## src/tplc_defines.vh

```
// Constants for the test pattern and loop code unit
`ifndef TPLC_DEFINES_VH
`define TPLC_DEFINES_VH

// ----------------------------------------------------------------------
// Register byte addresses
// ----------------------------------------------------------------------
`define TPLC_ADDR_CH0 8'h00
`define TPLC_ADDR_CH1 8'h04
`define TPLC_ADDR_CH2 8'h08
`define TPLC_ADDR_CH3 8'h0C
`define TPLC_ADDR_GLOBAL 8'h10
`define TPLC_ADDR_STATUS 8'h14
`define TPLC_ADDR_MASK 8'h18
`define TPLC_ADDR_STATE 8'h1C

// ----------------------------------------------------------------------
// Channel control fields
// ----------------------------------------------------------------------
`define TPLC_CTL_W 6
`define TPLC_TPS_LSB 0
`define TPLC_TPS_MSB 2
`define TPLC_DSEL_LSB 3
`define TPLC_DSEL_MSB 4
`define TPLC_ALOOP_BIT 5
`define TPLC_GLB_AUTO_BIT 0

// ----------------------------------------------------------------------
// Test pattern codes and detect modes
// ----------------------------------------------------------------------
`define TPLC_TPS_QRSS 3'h4
`define TPLC_TPS_ONES 3'h5
`define TPLC_TPS_LUP 3'h6
`define TPLC_TPS_LDN 3'h7
`define TPLC_DET_OFF 2'h0
`define TPLC_DET_UP 2'h1
`define TPLC_DET_DOWN 2'h2
`define TPLC_DET_AUTO 2'h3

// ----------------------------------------------------------------------
// Loop code shape and timing
// ----------------------------------------------------------------------
`define TPLC_UP_LAST 3'h4
`define TPLC_DN_LAST 3'h2
`define TPLC_QUAL_SEC 5
`define TPLC_CLK_HZ 25000000
`define TPLC_LFSR_SEED 20'h00001

`endif

```

## src/tplc_unit.v

```verilog
// Four channel test pattern generator and network loop code detector
//
// Functional notes
// - Host select: 0xx none, 100 quasi-random, 101 ones, 110 up, 111 down.
// - Hardware mode: each channel's all-ones pin forces all ones independently.
// - All ones ignores transmit data, sends AMI ones paced by transmit clock.
// - Global auto all-ones sends ones on every channel reporting signal loss.
// - Loop-up pattern repeats 00001 toward the remote terminal.
// - Loop-down pattern repeats 001 toward the remote terminal.
// - Two-bit detect select: off, loop-up, loop-down, auto with loop-back.
// - Loop-up mode: flag set after 00001 over 5 s, held while code persists.
// - Loop-down mode: flag set after 001 received over 5 s.
// - Every rise or fall of the detected flag raises an enabled interrupt.
// - Auto mode needs select not 110; entry clears flag, watches loop-up.
// - Auto: up code over 5 s sets flag, starts loop-back, watches down.
// - Auto: loop-down over 5 s ends loop-back, clears flag, interrupts.
// - Leaving automatic mode removes loop-back that automatic mode started.
// - Loop-back requests are ignored while local analog loop-back is on.
`include "tplc_defines.vh"
`default_nettype none

module tplc_unit #(
	parameter CHANNELS = 4,
	parameter [31:0] QUAL_CYCLES = `TPLC_QUAL_SEC * `TPLC_CLK_HZ
) (
	// Clock and reset
	input wire clk_in,
	input wire reset_in,
	// Register port
	input wire [7:0] addr_in,
	input wire [31:0] wdata_in,
	input wire wr_in,
	input wire rd_in,
	output wire [31:0] rdata_out,
	output wire irq_out,
	// Mode and global pins
	input wire host_mode_in,
	input wire auto_all_ones_on_loss_pin_in,
	// Per channel pins
	input wire [3:0] all_ones_request_pin_in,
	input wire [3:0] receive_signal_loss_in,
	input wire [3:0] transmit_clock_in,
	input wire [3:0] transmit_positive_data_in,
	input wire [3:0] transmit_negative_data_in,
	input wire [3:0] receive_clock_in,
	input wire [3:0] receive_data_in,
	// Per channel results
	output wire [3:0] tx_pos_out,
	output wire [3:0] tx_neg_out,
	output wire [3:0] remote_loop_out,
	output wire [3:0] loop_code_detected_flag_out
);

	// ------------------------------------------------------------------
	// Local names
	// ------------------------------------------------------------------
	localparam ST_WATCH_UP = 1'b0;
	localparam ST_LOOPED = 1'b1;

	// Exactly one bit set in a window of w bits
	function one_hot;
		input [4:0] v;
		input [2:0] w;
		integer k;
		reg [2:0] n;
		begin
			n = 3'h0;
			for (k = 0; k < 5; k = k + 1) begin
				if (k < w && v[k])
					n = n + 3'h1;
			end
			one_hot = (n == 3'h1);
		end
	endfunction

	// Received history matches the loop-up (5 bit) or loop-down (3 bit) code
	// A partial history after reset is zero filled and can already match once a one is in the window.
	function code_match;
		input down;
		input [5:0] h;
		begin
			if (down)
				code_match = one_hot({2'h0, h[2:0]}, 3'h3) && (h[3] == h[0]);
			else
				code_match = one_hot(h[4:0], 3'h5) && (h[5] == h[0]);
		end
	endfunction

	// ------------------------------------------------------------------
	// Pin synchronisers
	// ------------------------------------------------------------------
	reg [CHANNELS-1:0] aos_s1, aos_s2, los_s1, los_s2;
	reg [CHANNELS-1:0] txc_s1, txc_s2, txc_s3;
	reg [CHANNELS-1:0] txp_s1, txp_s2, txn_s1, txn_s2;
	reg [CHANNELS-1:0] rxc_s1, rxc_s2, rxc_s3, rxd_s1, rxd_s2;
	reg host_s1, host_s2, apin_s1, apin_s2;

	// Two stages on every pin; only the second stage feeds logic.
	// The clock pins get a third stage so that an edge can be seen
	// without ever reading the first, possibly metastable, stage.
	// Every pin lands with the same two-cycle delay, so a data pin
	// and the mode pins that qualify it change in the same cycle.
	always @(posedge clk_in) begin
		aos_s1 <= all_ones_request_pin_in;
		aos_s2 <= aos_s1;
		los_s1 <= receive_signal_loss_in;
		los_s2 <= los_s1;
		txc_s1 <= transmit_clock_in;
		txc_s2 <= txc_s1;
		txc_s3 <= txc_s2;
		txp_s1 <= transmit_positive_data_in;
		txp_s2 <= txp_s1;
		txn_s1 <= transmit_negative_data_in;
		txn_s2 <= txn_s1;
		rxc_s1 <= receive_clock_in;
		rxc_s2 <= rxc_s1;
		rxc_s3 <= rxc_s2;
		rxd_s1 <= receive_data_in;
		rxd_s2 <= rxd_s1;
		host_s1 <= host_mode_in;
		host_s2 <= host_s1;
		apin_s1 <= auto_all_ones_on_loss_pin_in;
		apin_s2 <= apin_s1;
	end

	// ------------------------------------------------------------------
	// Register file
	// ------------------------------------------------------------------
	// Channel controls sit at the first four words, one per channel:
	// pattern select in the low three bits, detect select above it and
	// the local analog loop-back bit on top. Status clears on a written
	// one; a set in the same cycle wins so that no edge is ever lost.
	reg [`TPLC_CTL_W-1:0] ch_ctrl [0:CHANNELS-1];
	reg auto_aos_bit;
	reg [CHANNELS-1:0] int_status, int_mask;
	reg [31:0] rdata;
	reg irq;
	wire [CHANNELS-1:0] flag_event;
	wire [CHANNELS-1:0] flag_w, loop_w, txp_w, txn_w;
	wire clr_hit = wr_in && (addr_in == `TPLC_ADDR_STATUS);
	wire [CHANNELS-1:0] clr_bits = clr_hit ? wdata_in[CHANNELS-1:0] :
		{CHANNELS{1'b0}};
	wire [CHANNELS-1:0] next_status = (int_status & ~clr_bits) | flag_event;
	// Global all-ones: register bit in host mode, pin in hardware mode
	wire auto_aos = host_s2 ? auto_aos_bit : apin_s2;
	integer c;

	// Writes; a flag change in the clearing cycle keeps its status bit
	always @(posedge clk_in) begin
		if (reset_in) begin
			for (c = 0; c < CHANNELS; c = c + 1)
				ch_ctrl[c] <= {`TPLC_CTL_W{1'b0}};
			auto_aos_bit <= 1'b0;
			int_status <= {CHANNELS{1'b0}};
			int_mask <= {CHANNELS{1'b0}};
			irq <= 1'b0;
		end else begin
			if (wr_in) begin
				case (addr_in)
				`TPLC_ADDR_CH0: ch_ctrl[0] <= wdata_in[`TPLC_CTL_W-1:0];
				`TPLC_ADDR_CH1: ch_ctrl[1] <= wdata_in[`TPLC_CTL_W-1:0];
				`TPLC_ADDR_CH2: ch_ctrl[2] <= wdata_in[`TPLC_CTL_W-1:0];
				`TPLC_ADDR_CH3: ch_ctrl[3] <= wdata_in[`TPLC_CTL_W-1:0];
				`TPLC_ADDR_GLOBAL: auto_aos_bit <= wdata_in[`TPLC_GLB_AUTO_BIT];
				`TPLC_ADDR_MASK: int_mask <= wdata_in[CHANNELS-1:0];
				default: ;
				endcase
			end
			int_status <= next_status;
			irq <= |(next_status & int_mask);
		end
	end

	// Read data stands one cycle after the strobe, zero otherwise
	// Zero outside the slot lets several slaves share an OR-ed bus.
	always @(posedge clk_in) begin
		if (reset_in) begin
			rdata <= 32'h00000000;
		end else if (rd_in) begin
			case (addr_in)
			`TPLC_ADDR_CH0: rdata <= {26'h0000000, ch_ctrl[0]};
			`TPLC_ADDR_CH1: rdata <= {26'h0000000, ch_ctrl[1]};
			`TPLC_ADDR_CH2: rdata <= {26'h0000000, ch_ctrl[2]};
			`TPLC_ADDR_CH3: rdata <= {26'h0000000, ch_ctrl[3]};
			`TPLC_ADDR_GLOBAL: rdata <= {31'h00000000, auto_aos_bit};
			`TPLC_ADDR_STATUS: rdata <= {28'h0000000, int_status};
			`TPLC_ADDR_MASK: rdata <= {28'h0000000, int_mask};
			`TPLC_ADDR_STATE: rdata <= {20'h00000, los_s2, loop_w, flag_w};
			default: rdata <= 32'h00000000;
			endcase
		end else begin
			rdata <= 32'h00000000;
		end
	end

	// ------------------------------------------------------------------
	// Per channel pattern generator and loop code detector
	// ------------------------------------------------------------------
	genvar i;
	generate
	for (i = 0; i < CHANNELS; i = i + 1) begin : ch
		wire [2:0] tps = ch_ctrl[i][`TPLC_TPS_MSB:`TPLC_TPS_LSB];
		wire [1:0] dsel = ch_ctrl[i][`TPLC_DSEL_MSB:`TPLC_DSEL_LSB];
		wire aloop = ch_ctrl[i][`TPLC_ALOOP_BIT];
		wire tx_tick = txc_s2[i] & ~txc_s3[i];
		wire rx_tick = rxc_s2[i] & ~rxc_s3[i];
		// Automatic mode is void while the loop-up code is being sent
		wire auto_on = host_s2 && (dsel == `TPLC_DET_AUTO) &&
			(tps != `TPLC_TPS_LUP);
		wire man_up = host_s2 && (dsel == `TPLC_DET_UP);
		wire man_dn = host_s2 && (dsel == `TPLC_DET_DOWN);
		reg phase, auto_q, want_q, flag, flag_q, loop;
		reg [5:0] hist;
		reg [31:0] cnt;
		reg [2:0] pcnt;
		reg [19:0] lfsr;
		reg pol, txp, txn;
		wire want_dn = man_dn || (auto_on && phase == ST_LOOPED);
		wire bit_ok = code_match(want_dn, hist);
		wire qual = bit_ok && (want_dn == want_q) && (cnt == QUAL_CYCLES);
		wire ones_sel = host_s2 ? (tps == `TPLC_TPS_ONES) : aos_s2[i];
		wire all_ones = ones_sel || (auto_aos && los_s2[i]);
		reg pbit;

		// Received bit history, one shift per rising receive clock edge.
		// Six bits are kept: the last five hold one period of the up
		// code and the sixth must repeat the newest, so that a lone
		// stray one among idle zeros does not match on the bit that brings it in.
		always @(posedge clk_in) begin
			if (reset_in)
				hist <= 6'h00;
			else if (rx_tick)
				hist <= {hist[4:0], rxd_s2[i]};
		end

		// Qualification timer; a broken code or new target restarts it
		// The count saturates at the limit instead of wrapping, so a
		// code held for hours keeps its flag without a glitch.
		always @(posedge clk_in) begin
			if (reset_in) begin
				cnt <= 32'h00000000;
				want_q <= 1'b0;
			end else begin
				want_q <= want_dn;
				if (!bit_ok || want_dn != want_q || !(man_up || man_dn ||
					auto_on))
					cnt <= 32'h00000000;
				else if (cnt != QUAL_CYCLES)
					cnt <= cnt + 32'h00000001;
			end
		end

		// Detected flag and automatic loop-back sequencing
		// Automatic mode holds flag and loop-back after the up code goes
		// away; only a qualified down code or leaving the mode ends them.
		// The analog loop-back bit blocks setting the flag and the loop-back in every mode and drops a manual-mode flag; it never blocks an auto release.
		always @(posedge clk_in) begin
			if (reset_in) begin
				phase <= ST_WATCH_UP;
				auto_q <= 1'b0;
				flag <= 1'b0;
				loop <= 1'b0;
			end else begin
				auto_q <= auto_on;
				if (auto_on && !auto_q) begin
					flag <= 1'b0;
					loop <= 1'b0;
					phase <= ST_WATCH_UP;
				end else if (auto_on) begin
					case (phase)
					ST_WATCH_UP: begin
						if (qual && !aloop) begin
							flag <= 1'b1;
							loop <= 1'b1;
							phase <= ST_LOOPED;
						end
					end
					ST_LOOPED: begin
						if (qual) begin
							flag <= 1'b0;
							loop <= 1'b0;
							phase <= ST_WATCH_UP;
						end
					end
					default: phase <= ST_WATCH_UP;
					endcase
				end else begin
					// Manual modes flag only while the code keeps arriving
					flag <= (man_up || man_dn) && qual && !aloop;
					loop <= 1'b0;
					phase <= ST_WATCH_UP;
				end
			end
		end

		// Edge of the flag in either direction becomes an event
		always @(posedge clk_in) begin
			if (reset_in)
				flag_q <= 1'b0;
			else
				flag_q <= flag;
		end
		assign flag_event[i] = flag ^ flag_q;

		// Pattern bit for the current transmit slot
		// Quasi-random here is a plain shift register, not a line pattern.
		always @* begin
			case (tps)
			`TPLC_TPS_QRSS: pbit = lfsr[19];
			`TPLC_TPS_LUP: pbit = (pcnt == `TPLC_UP_LAST);
			`TPLC_TPS_LDN: pbit = (pcnt == `TPLC_DN_LAST);
			default: pbit = 1'b1;
			endcase
		end

		// Transmit stage, advanced once per rising transmit clock edge
		// Marks alternate polarity across pattern zeros; a stopped
		// transmit clock freezes the rails where they are.
		always @(posedge clk_in) begin
			if (reset_in) begin
				pcnt <= 3'h0;
				lfsr <= `TPLC_LFSR_SEED;
				pol <= 1'b0;
				txp <= 1'b0;
				txn <= 1'b0;
			end else if (tx_tick) begin
				if ((tps == `TPLC_TPS_LUP && pcnt == `TPLC_UP_LAST) ||
					(tps == `TPLC_TPS_LDN && pcnt == `TPLC_DN_LAST))
					pcnt <= 3'h0;
				else
					pcnt <= pcnt + 3'h1;
				lfsr <= {lfsr[18:0], lfsr[19] ^ lfsr[16]};
				if (all_ones || (host_s2 && tps[2])) begin
					// Input data is ignored; ones alternate polarity
					if (all_ones || pbit) begin
						txp <= ~pol;
						txn <= pol;
						pol <= ~pol;
					end else begin
						txp <= 1'b0;
						txn <= 1'b0;
					end
				end else begin
					txp <= txp_s2[i];
					txn <= txn_s2[i];
				end
			end
		end

		assign flag_w[i] = flag;
		assign loop_w[i] = loop;
		assign txp_w[i] = txp;
		assign txn_w[i] = txn;
	end
	endgenerate

	// ------------------------------------------------------------------
	// Outputs, each straight from a flip-flop
	// ------------------------------------------------------------------
	// Nothing here is combined again, so the pins never glitch when
	// several channel flops change in one cycle.
	assign rdata_out = rdata;
	assign irq_out = irq;
	assign tx_pos_out = txp_w;
	assign tx_neg_out = txn_w;
	assign remote_loop_out = loop_w;
	assign loop_code_detected_flag_out = flag_w;

endmodule // tplc_unit

`default_nettype wire

```

## config.mk

```make
export PLATFORM = sky130hd
export DESIGN_NAME = tplc_unit
export DESIGN_NICKNAME = d
export VERILOG_FILES = /design/src/tplc_unit.v
export VERILOG_INCLUDE_DIRS = /design/src
export SDC_FILE = /design/constraint.sdc
export NUM_CORES = 1
export LEC_CHECK = 0
export CORE_MARGIN = 8
export CORE_UTILIZATION = 25
export DETAILED_ROUTE_END_ITERATION = 16
export DONT_BUFFER_PORTS = 1
export HOLD_SLACK_MARGIN = 0.12
export PLACE_DENSITY_LB_ADDON = 0.3
export SETUP_SLACK_MARGIN = 0.05
export SYNTH_ARGS = -nofsm -noshare
export SYNTH_HDL_FRONTEND = slang
export SYNTH_SLANG_ARGS = --single-unit
```

## constraint.sdc

```tcl
create_clock -name clk_in -period 4.9 [get_ports clk_in]
set_input_delay 0.245 -clock clk_in [delete_from_list [all_inputs] [get_ports clk_in]]
set_output_delay 0.245 -clock clk_in [all_outputs]
set_load 0.03 [all_outputs]
```

======== After elaboration in Yosys (flattened, before gate mapping) ========
Memories as Yosys holds them, arrays and structs flattened.
Index checks and enable logic that the tools add are counted.
word-level totals
  bits in registers ....................... 390
  memory bits (writable) .................. 24
  bits of input ports ..................... 74
  word-level logic and storage cells ...... 545
  memories kept ........................... 1
memory list
  memory   depth  width  read ports  clocked after Yosys merged registers in  write ports  line             RTL
  ch_ctrl  4      6      4           0                                        4            tplc_unit.v:133  reg [`TPLC_CTL_W-1:0] ch_ctrl [0:CHANNELS-1];
cells by class
  $add $sub $neg .......................... 32
  equality and inequality tests ........... 95
  mux-type cells .......................... 145
  bitwise logic cells ..................... 45
  reduce and logical (&&, ||, !) cells .... 150
operator list
  cell                                              number
  two-way mux 3 bit                                 60
  adder 32 x 1 -> 32 bit (second input constant)    4
  == test 32 x 27 -> 1 bit (second input constant)  4
  != test 32 x 27 -> 1 bit (second input constant)  4
  case mux 12 bit (8 select lines)                  1
  adder 3 x 1 -> 3 bit (second input constant)      28
  logical AND 1 bit                                 69
  two-way mux 1 bit                                 67
  == test 3 bit (second input constant)             20
  logical OR 1 bit                                  36
  == test 8 x 5 -> 1 bit (second input constant)    4
  == test 3 x 1 -> 1 bit (second input constant)    8
  two-way mux 6 bit                                 4
  != test 3 bit (second input constant)             8
  inverter 1 bit                                    21
  AND reduction 2 bit                               10
  OR reduction 2 bit                                9
  == test 2 bit (second input constant)             8
  == test 8 x 4 -> 1 bit (second input constant)    2
  zero test 1 bit                                   16
  case mux 1 bit (2 select lines)                   8
  == test 1 bit                                     12
  == test 3 x 2 -> 1 bit (second input constant)    4
  != test 3 x 2 -> 1 bit (second input constant)    4
  17 further kinds                                  56

======== Logic depth before layout (Yosys ltp) ========
An unclocked memory read counts as a cell.
  depth in word-level cells ............... 28
  gate-level depth with buffers ........... 16
  mapped depth without buffers ............ 15

======== Worst setup path after synthesis ========
No wires, ideal clock.
  path type ............................... register -> register
  start point ............................. register ch[2].hist[0]
  end point ............................... register ch[2].flag
  library setup time ...................... 0.079 ns
  arrival ................................. 3.192 ns
  path slack .............................. 1.629 ns
  cell stages (with the launch flop) ...... 15
  path buffers ............................ 0
  clock period less this slack ............ 3.271 ns
  cell sequence ........................... dfxtp_1 -> inv_1 -> ha_1 -> xnor2_1 -> inv_1 -> ha_1 -> nand2_1 -> o21ai_0 -> ha_1 -> nand2_1 -> xnor3_1 -> nor3_1 -> a31oi_1 -> or4_1 -> a22oi_1
between the ends
  longest elaborated chain between the ends .. 22
  elaborated cells on any way between the ends .. 37
RTL lines
  what                                                                line                              RTL
  start, declared                                                     tplc_unit.v:213                   reg [5:0] hist;
  start signal, assigned                                              tplc_unit.v:233                   hist <= {hist[4:0], rxd_s2[i]};
  two-way mux 1 bit                                                   tplc_unit.v:69                    if (k < w && v[k])
  two-way mux 3 bit                                                   tplc_unit.v:82                    if (down)
  adder 3 x 1 -> 3 bit                                                tplc_unit.v:70                    n = n + 3'h1;
  two-way mux 3 bit                                                   tplc_unit.v:69
  two-way mux 3 bit                                                   tplc_unit.v:82
  adder 3 x 1 -> 3 bit                                                tplc_unit.v:70
  two-way mux 3 bit                                                   tplc_unit.v:69
  two-way mux 3 bit                                                   tplc_unit.v:82
  [5 not listed]                                                      --
  two-way mux 3 bit                                                   tplc_unit.v:82
  == test 3 x 1 -> 1 bit                                              tplc_unit.v:72                    one_hot = (n == 3'h1);
  logical AND 1 bit                                                   tplc_unit.v:85                    code_match = one_hot(h[4:0], 3'h5) && (h[5] == h[0]);
  two-way mux 1 bit (*)                                               tplc_unit.v:82
  logical AND 1 bit (*) (2 in series)                                 tplc_unit.v:220                   wire qual = bit_ok && (want_dn == want_q) && (cnt == QUAL_CYCLES);
  logical AND 1 bit (on tied branches)                                tplc_unit.v:272, tplc_unit.v:289
  != test 3 bit (no line) or logical AND 1 bit (tied branches)        --
  AND reduction 2 bit (no line) or two-way mux 1 bit (tied branches)  --
  end signal, assigned                                                tplc_unit.v:289                   flag <= (man_up || man_dn) && qual && !aloop;
  end, declared                                                       tplc_unit.v:212                   reg phase, auto_q, want_q, flag, flag_q, loop;
Every way passes the cells marked *; elsewhere a longest branch is shown, timed or not. The select of a mux whose other input is x is not followed.
A chain may end at the register's enable or synchronous reset.

======== Worst setup path in the final report ========
  start point ............................. register ch[2].hist[0]
  end point ............................... register ch[2].cnt[21]
between the ends
  longest elaborated chain between the ends .. 21
  elaborated cells on any way between the ends .. 32
RTL lines
  what                                line             RTL
  two-way mux 1 bit                   tplc_unit.v:69
  two-way mux 3 bit                   tplc_unit.v:82
  adder 3 x 1 -> 3 bit                tplc_unit.v:70
  two-way mux 3 bit                   tplc_unit.v:69
  two-way mux 3 bit                   tplc_unit.v:82
  adder 3 x 1 -> 3 bit                tplc_unit.v:70
  two-way mux 3 bit                   tplc_unit.v:69
  two-way mux 3 bit                   tplc_unit.v:82
  [4 not listed]                      --
  two-way mux 3 bit                   tplc_unit.v:69
  two-way mux 3 bit                   tplc_unit.v:82
  == test 3 x 1 -> 1 bit              tplc_unit.v:72
  logical AND 1 bit                   tplc_unit.v:85
  two-way mux 1 bit (*)               tplc_unit.v:82
  zero test 1 bit (*)                 tplc_unit.v:245  if (!bit_ok || want_dn != want_q || !(man_up || man_dn ||
  logical OR 1 bit (*) (2 in series)  tplc_unit.v:245
  OR reduction 2 bit (no line) (*)    --
  end signal, assigned                tplc_unit.v:249  cnt <= cnt + 32'h00000001;
  end, declared                       tplc_unit.v:214  reg [31:0] cnt;
Marked as above.

==> results.md <==
* DRT iter0 DRCs at 674
* Total CTS buffers at 45
* Register bit total from synthesis at 394
* Final Wtd Congestion at 0.8048
* Syn Area/Cell at 8.917 um^2
* CP max-delay cell: a31oi_1
* Global route overflow at 0
* Yosys top cell area share at 44.30%
* Placed insts at 2661
* Sequential fraction of the synthesis area at 48.61%
* Initial antenna violation count at 8
* Max-cap violations at 0
* Fill cell count at 6895
* # H-tree levels at 2
* Pre-antenna DRT Iters at 7
* RSZ-0062 raised after global routing: false
* Post-DR vias/cell at 4.422
* Worst R2R Setup Slack at 1.22 ns
* Hold Path Depth at 2
* Period minus WS final at 3.681 ns
* Synthesized instance count at 1875
* Final Max Tran Viols at 0
* Clock transition at path regs at 0.06 ns
* Area grow syn2layout at 16.30%
* CTS tree: done
* Clk root buf: clkbuf_16
* Wl on met1 at 18580 um
* Final setup violation count at 0
* Hold/Removal Path Class: in -> reg
* Crit path kind: reg -> reg
* WHS at 0.1126 ns
* Worst vdd ir at 0.2486 mV
* Crit. Startpoint: ch[2].hist[0]$_SDFFE_PP0P_
* Final TNS setup at 0 ns
* FF-to-FF End: ch[2].cnt[21]$_SDFFE_PP0P_
* Worst-Margin Slew at 0.9671 ns
* Synth warn at 0
* Placement row count at 95
* Initial Utilization at 25.07%
* Top Layer Used: met5
* Non-Filler Instances at 2804
* Final hold violation count at 0
* Vias post-DR at 12399
* Final worst path period share at 75.12%
* Max_slew headroom at 35.03%
* Die area at 0.07541 mm^2
* DR WL met2 at 16840 um
* Worst skew pair latency at 0.57 ns
* Main flop type after synthesis: dfxtp_1
* Die W at 274.6 um
* Post CTS Setup Buffer Count at 0
* Critical Path RT at 5.34 ns
* Largest net degree at the start of global routing at 149
* Final ANT Viol Nets at 0
* Met3 WL at 2326 um
* Die height at 274.6 um
* Slowest stage delay, CP at 0.50 ns
* Startpoint Class: register
* CTS Buffer Depth at 3
* Critical Path End Type: register
* GRT Util Overall at 10.07%
* Drt total wl at 38690 um
* R2R cell count at 15
* Core Area at 0.06668 mm^2
* Clk sinks at 394
* Worst path cell trace: inv_1 -> ha_1 -> xnor2_1 -> inv_1 -> ha_1 -> nand2_1 -> o21ai_0 -> ha_1 -> nor2b_1 -> a21oi_1 -> a22oi_1 -> a31oi_1 -> a211o_1 -> buf_4 -> nor2_1
* CP arrival at 4.12 ns
* Drt wl/cell at 13.80 um
* Ports at 123
* Highest net fanout along the worst path at 32
* Syn Std Cell Area at 0.01672 mm^2
* Status: complete, no violations
* Post-Route Skew at 0.02435 ns
* Layout cells sized above 1 at 5.452%
* Cell variety after synth at 79
* Cts hold-fix bufs at 56
* Worst Hold Launch: reset_in
* F_max at 271.7 MHz
* CTS resizes at 0
* Min-Delay Endpoint: ch[1].hist[0]$_SDFFE_PP0P_
* Synth area leaders: dfxtp_1 (44%), nand2_1 (6.3%), nor2_1 (5.2%), xor2_1 (4.7%), edfxtp_1 (4.3%)
* PortBufs at 0
* DRC at 0
* Asr flop ratio synth at 0%
* PD cells at 357.7 mW/mm^2
* Post-DP HPWL at 26230 um
* Vias in the first global route at 11800
* Net count, final at 2005
* Area leader, netlist: dfxtp_1
* EDFF count, synth at 24
* RR Startpoint: ch[2].hist[0]$_SDFFE_PP0P_
* CP most frequent cell: ha_1
* First-pass GRT wire length at 62220 um
* Leakage at 6.761 nW
layout make-up:
class	instances	area, um^2	area share [%]
well taps	873	1092	5.617
diodes	5	12.51	0.06435
repair buffers	67	660.6	3.397
clock inverters	13	110.1	0.5662
clock buffers	69	1389	7.142
multi-input cells	1324	7831	40.27
inverters	59	221.5	1.139
flip-flops and latches	394	8128	41.80
cell families after synthesis:
family	synth area share, %
adder cells (fa/ha/maj)	2.993
flip-flops	48.61
other	0.02243
multiplexers	1.452
buffers and inverters	5.036
XOR/XNOR	8.838
AO/OA/AOI/OAI	9.788
AND/OR/NAND/NOR	23.26
sequential cells by signal, indices dropped and copies added (netlist names), 12 cells and up:
| name | cells |
|---|---|
| ch.cnt | 128 |
| ch.hist | 24 |
| ch.lfsr | 80 |
| ch.pcnt | 12 |
| ch_ctrl | 24 |
| rdata_out | 12 |
how the worst max path moves through the flow:
stage                                  to  slack, ns  depth (start not counted)
3_3_place_gp      ch[2].flag$_SDFFE_PP0P_       1.30                         14
5_1_grt         ch[2].cnt[9]$_SDFFE_PP0P_       0.83                         15
6_report       ch[2].cnt[21]$_SDFFE_PP0P_       1.22                         15
4_1_cts        ch[2].cnt[12]$_SDFFE_PP0P_       1.24                         15
3_5_place_dp   ch[2].cnt[13]$_SDFFE_PP0P_       1.26                         15
2_1_floorplan     ch[2].flag$_SDFFE_PP0P_       1.63                         14
power by group:
group	leakage, nW	switching, mW	internal [mW]
clock	0.740	1.33	2.01
combinational	2.78	0.167	0.0971
sequential	3.24	0.0582	3.30
worst max-delay path, delay by kind of cell, from the launching register on:
| family | cells | cell delay (ns) |
|---|---|---|
| buffers and inverters | 3 | 0.55 |
| adders and majority gates | 3 | 0.95 |
| xor gates and xnor gates | 1 | 0.37 |
| AOI/OAI and AO/OA | 5 | 1.00 |
| and+or+nand+nor | 3 | 0.22 |
| DFF | 1 | 0.44 |
per-stage QoR:
| stage | utilization (%) | area [um^2] | setup WS (ns) | total power [mW] |
|---|---|---|---|---|
| after floorplan | - | 16790 | 1.629 | 3.609 |
| after global placement | 26.03 | 17360 | 1.301 | 3.622 |
| after detailed placement | 26.03 | 17360 | 1.259 | 3.630 |
| after CTS | 29.14 | 19430 | 1.238 | 7.090 |
| after global routing | 29.16 | 19440 | 0.8256 | 7.244 |
| final | 29.16 | 19440 | 1.219 | 6.955 |
layout by cell type, fill, tap and decap left out, drive strengths merged, types with 19 or more instances in the layout:
cell and instances:
xor2 91, nand2 281, dfxtp 370, nor3 27
conb 20, edfxtp 24, nor2b 19, nand3 60
o21ai 30, inv 60, and2 36, and3 31
ha 40, xnor2 69, dlygate4sd3 55, a21oi 123
clkbuf 69, nor2 234, mux2i 22, nand4 33
synthesized netlist by cell type, types with 5 or more instances:
master     instances
a211o_1            5
a211oi_1           8
a21o_1             8
a21oi_1          123
a22oi_1           15
a31oi_1            9
and2_1            36
and3_1            31
and3b_1           10
and4_1             8
buf_2             13
buf_4             36
clkbuf_1          62
dfxtp_1          370
edfxtp_1          24
ha_1              40
inv_1             59
mux2i_1           22
nand2_1          281
nand2b_1          15
nand3_1           60
nand3b_1           6
nand4_1           33
nand4b_1           5
nor2_1           232
nor2b_1           19
nor3_1            26
nor3b_1            5
nor4_1            10
nor4b_1           12
nor4bb_1           5
o2111ai_1          5
o211ai_1           5
o21a_1             6
o21ai_0           27
o21bai_1          12
or3_1              5
or4_1              6
xnor2_1           69
xor2_1            90
routing by layer:
layer | vias to the layer above | global-route usage (%)
met5 | - | 0
met4 | 4 | 3.250
met3 | 59 | 2.894
met2 | 208 | 15.54
met1 | 5817 | 13.45
li1 | 6311 | -
No activity file was read; power rests on OpenSTA's default activity.
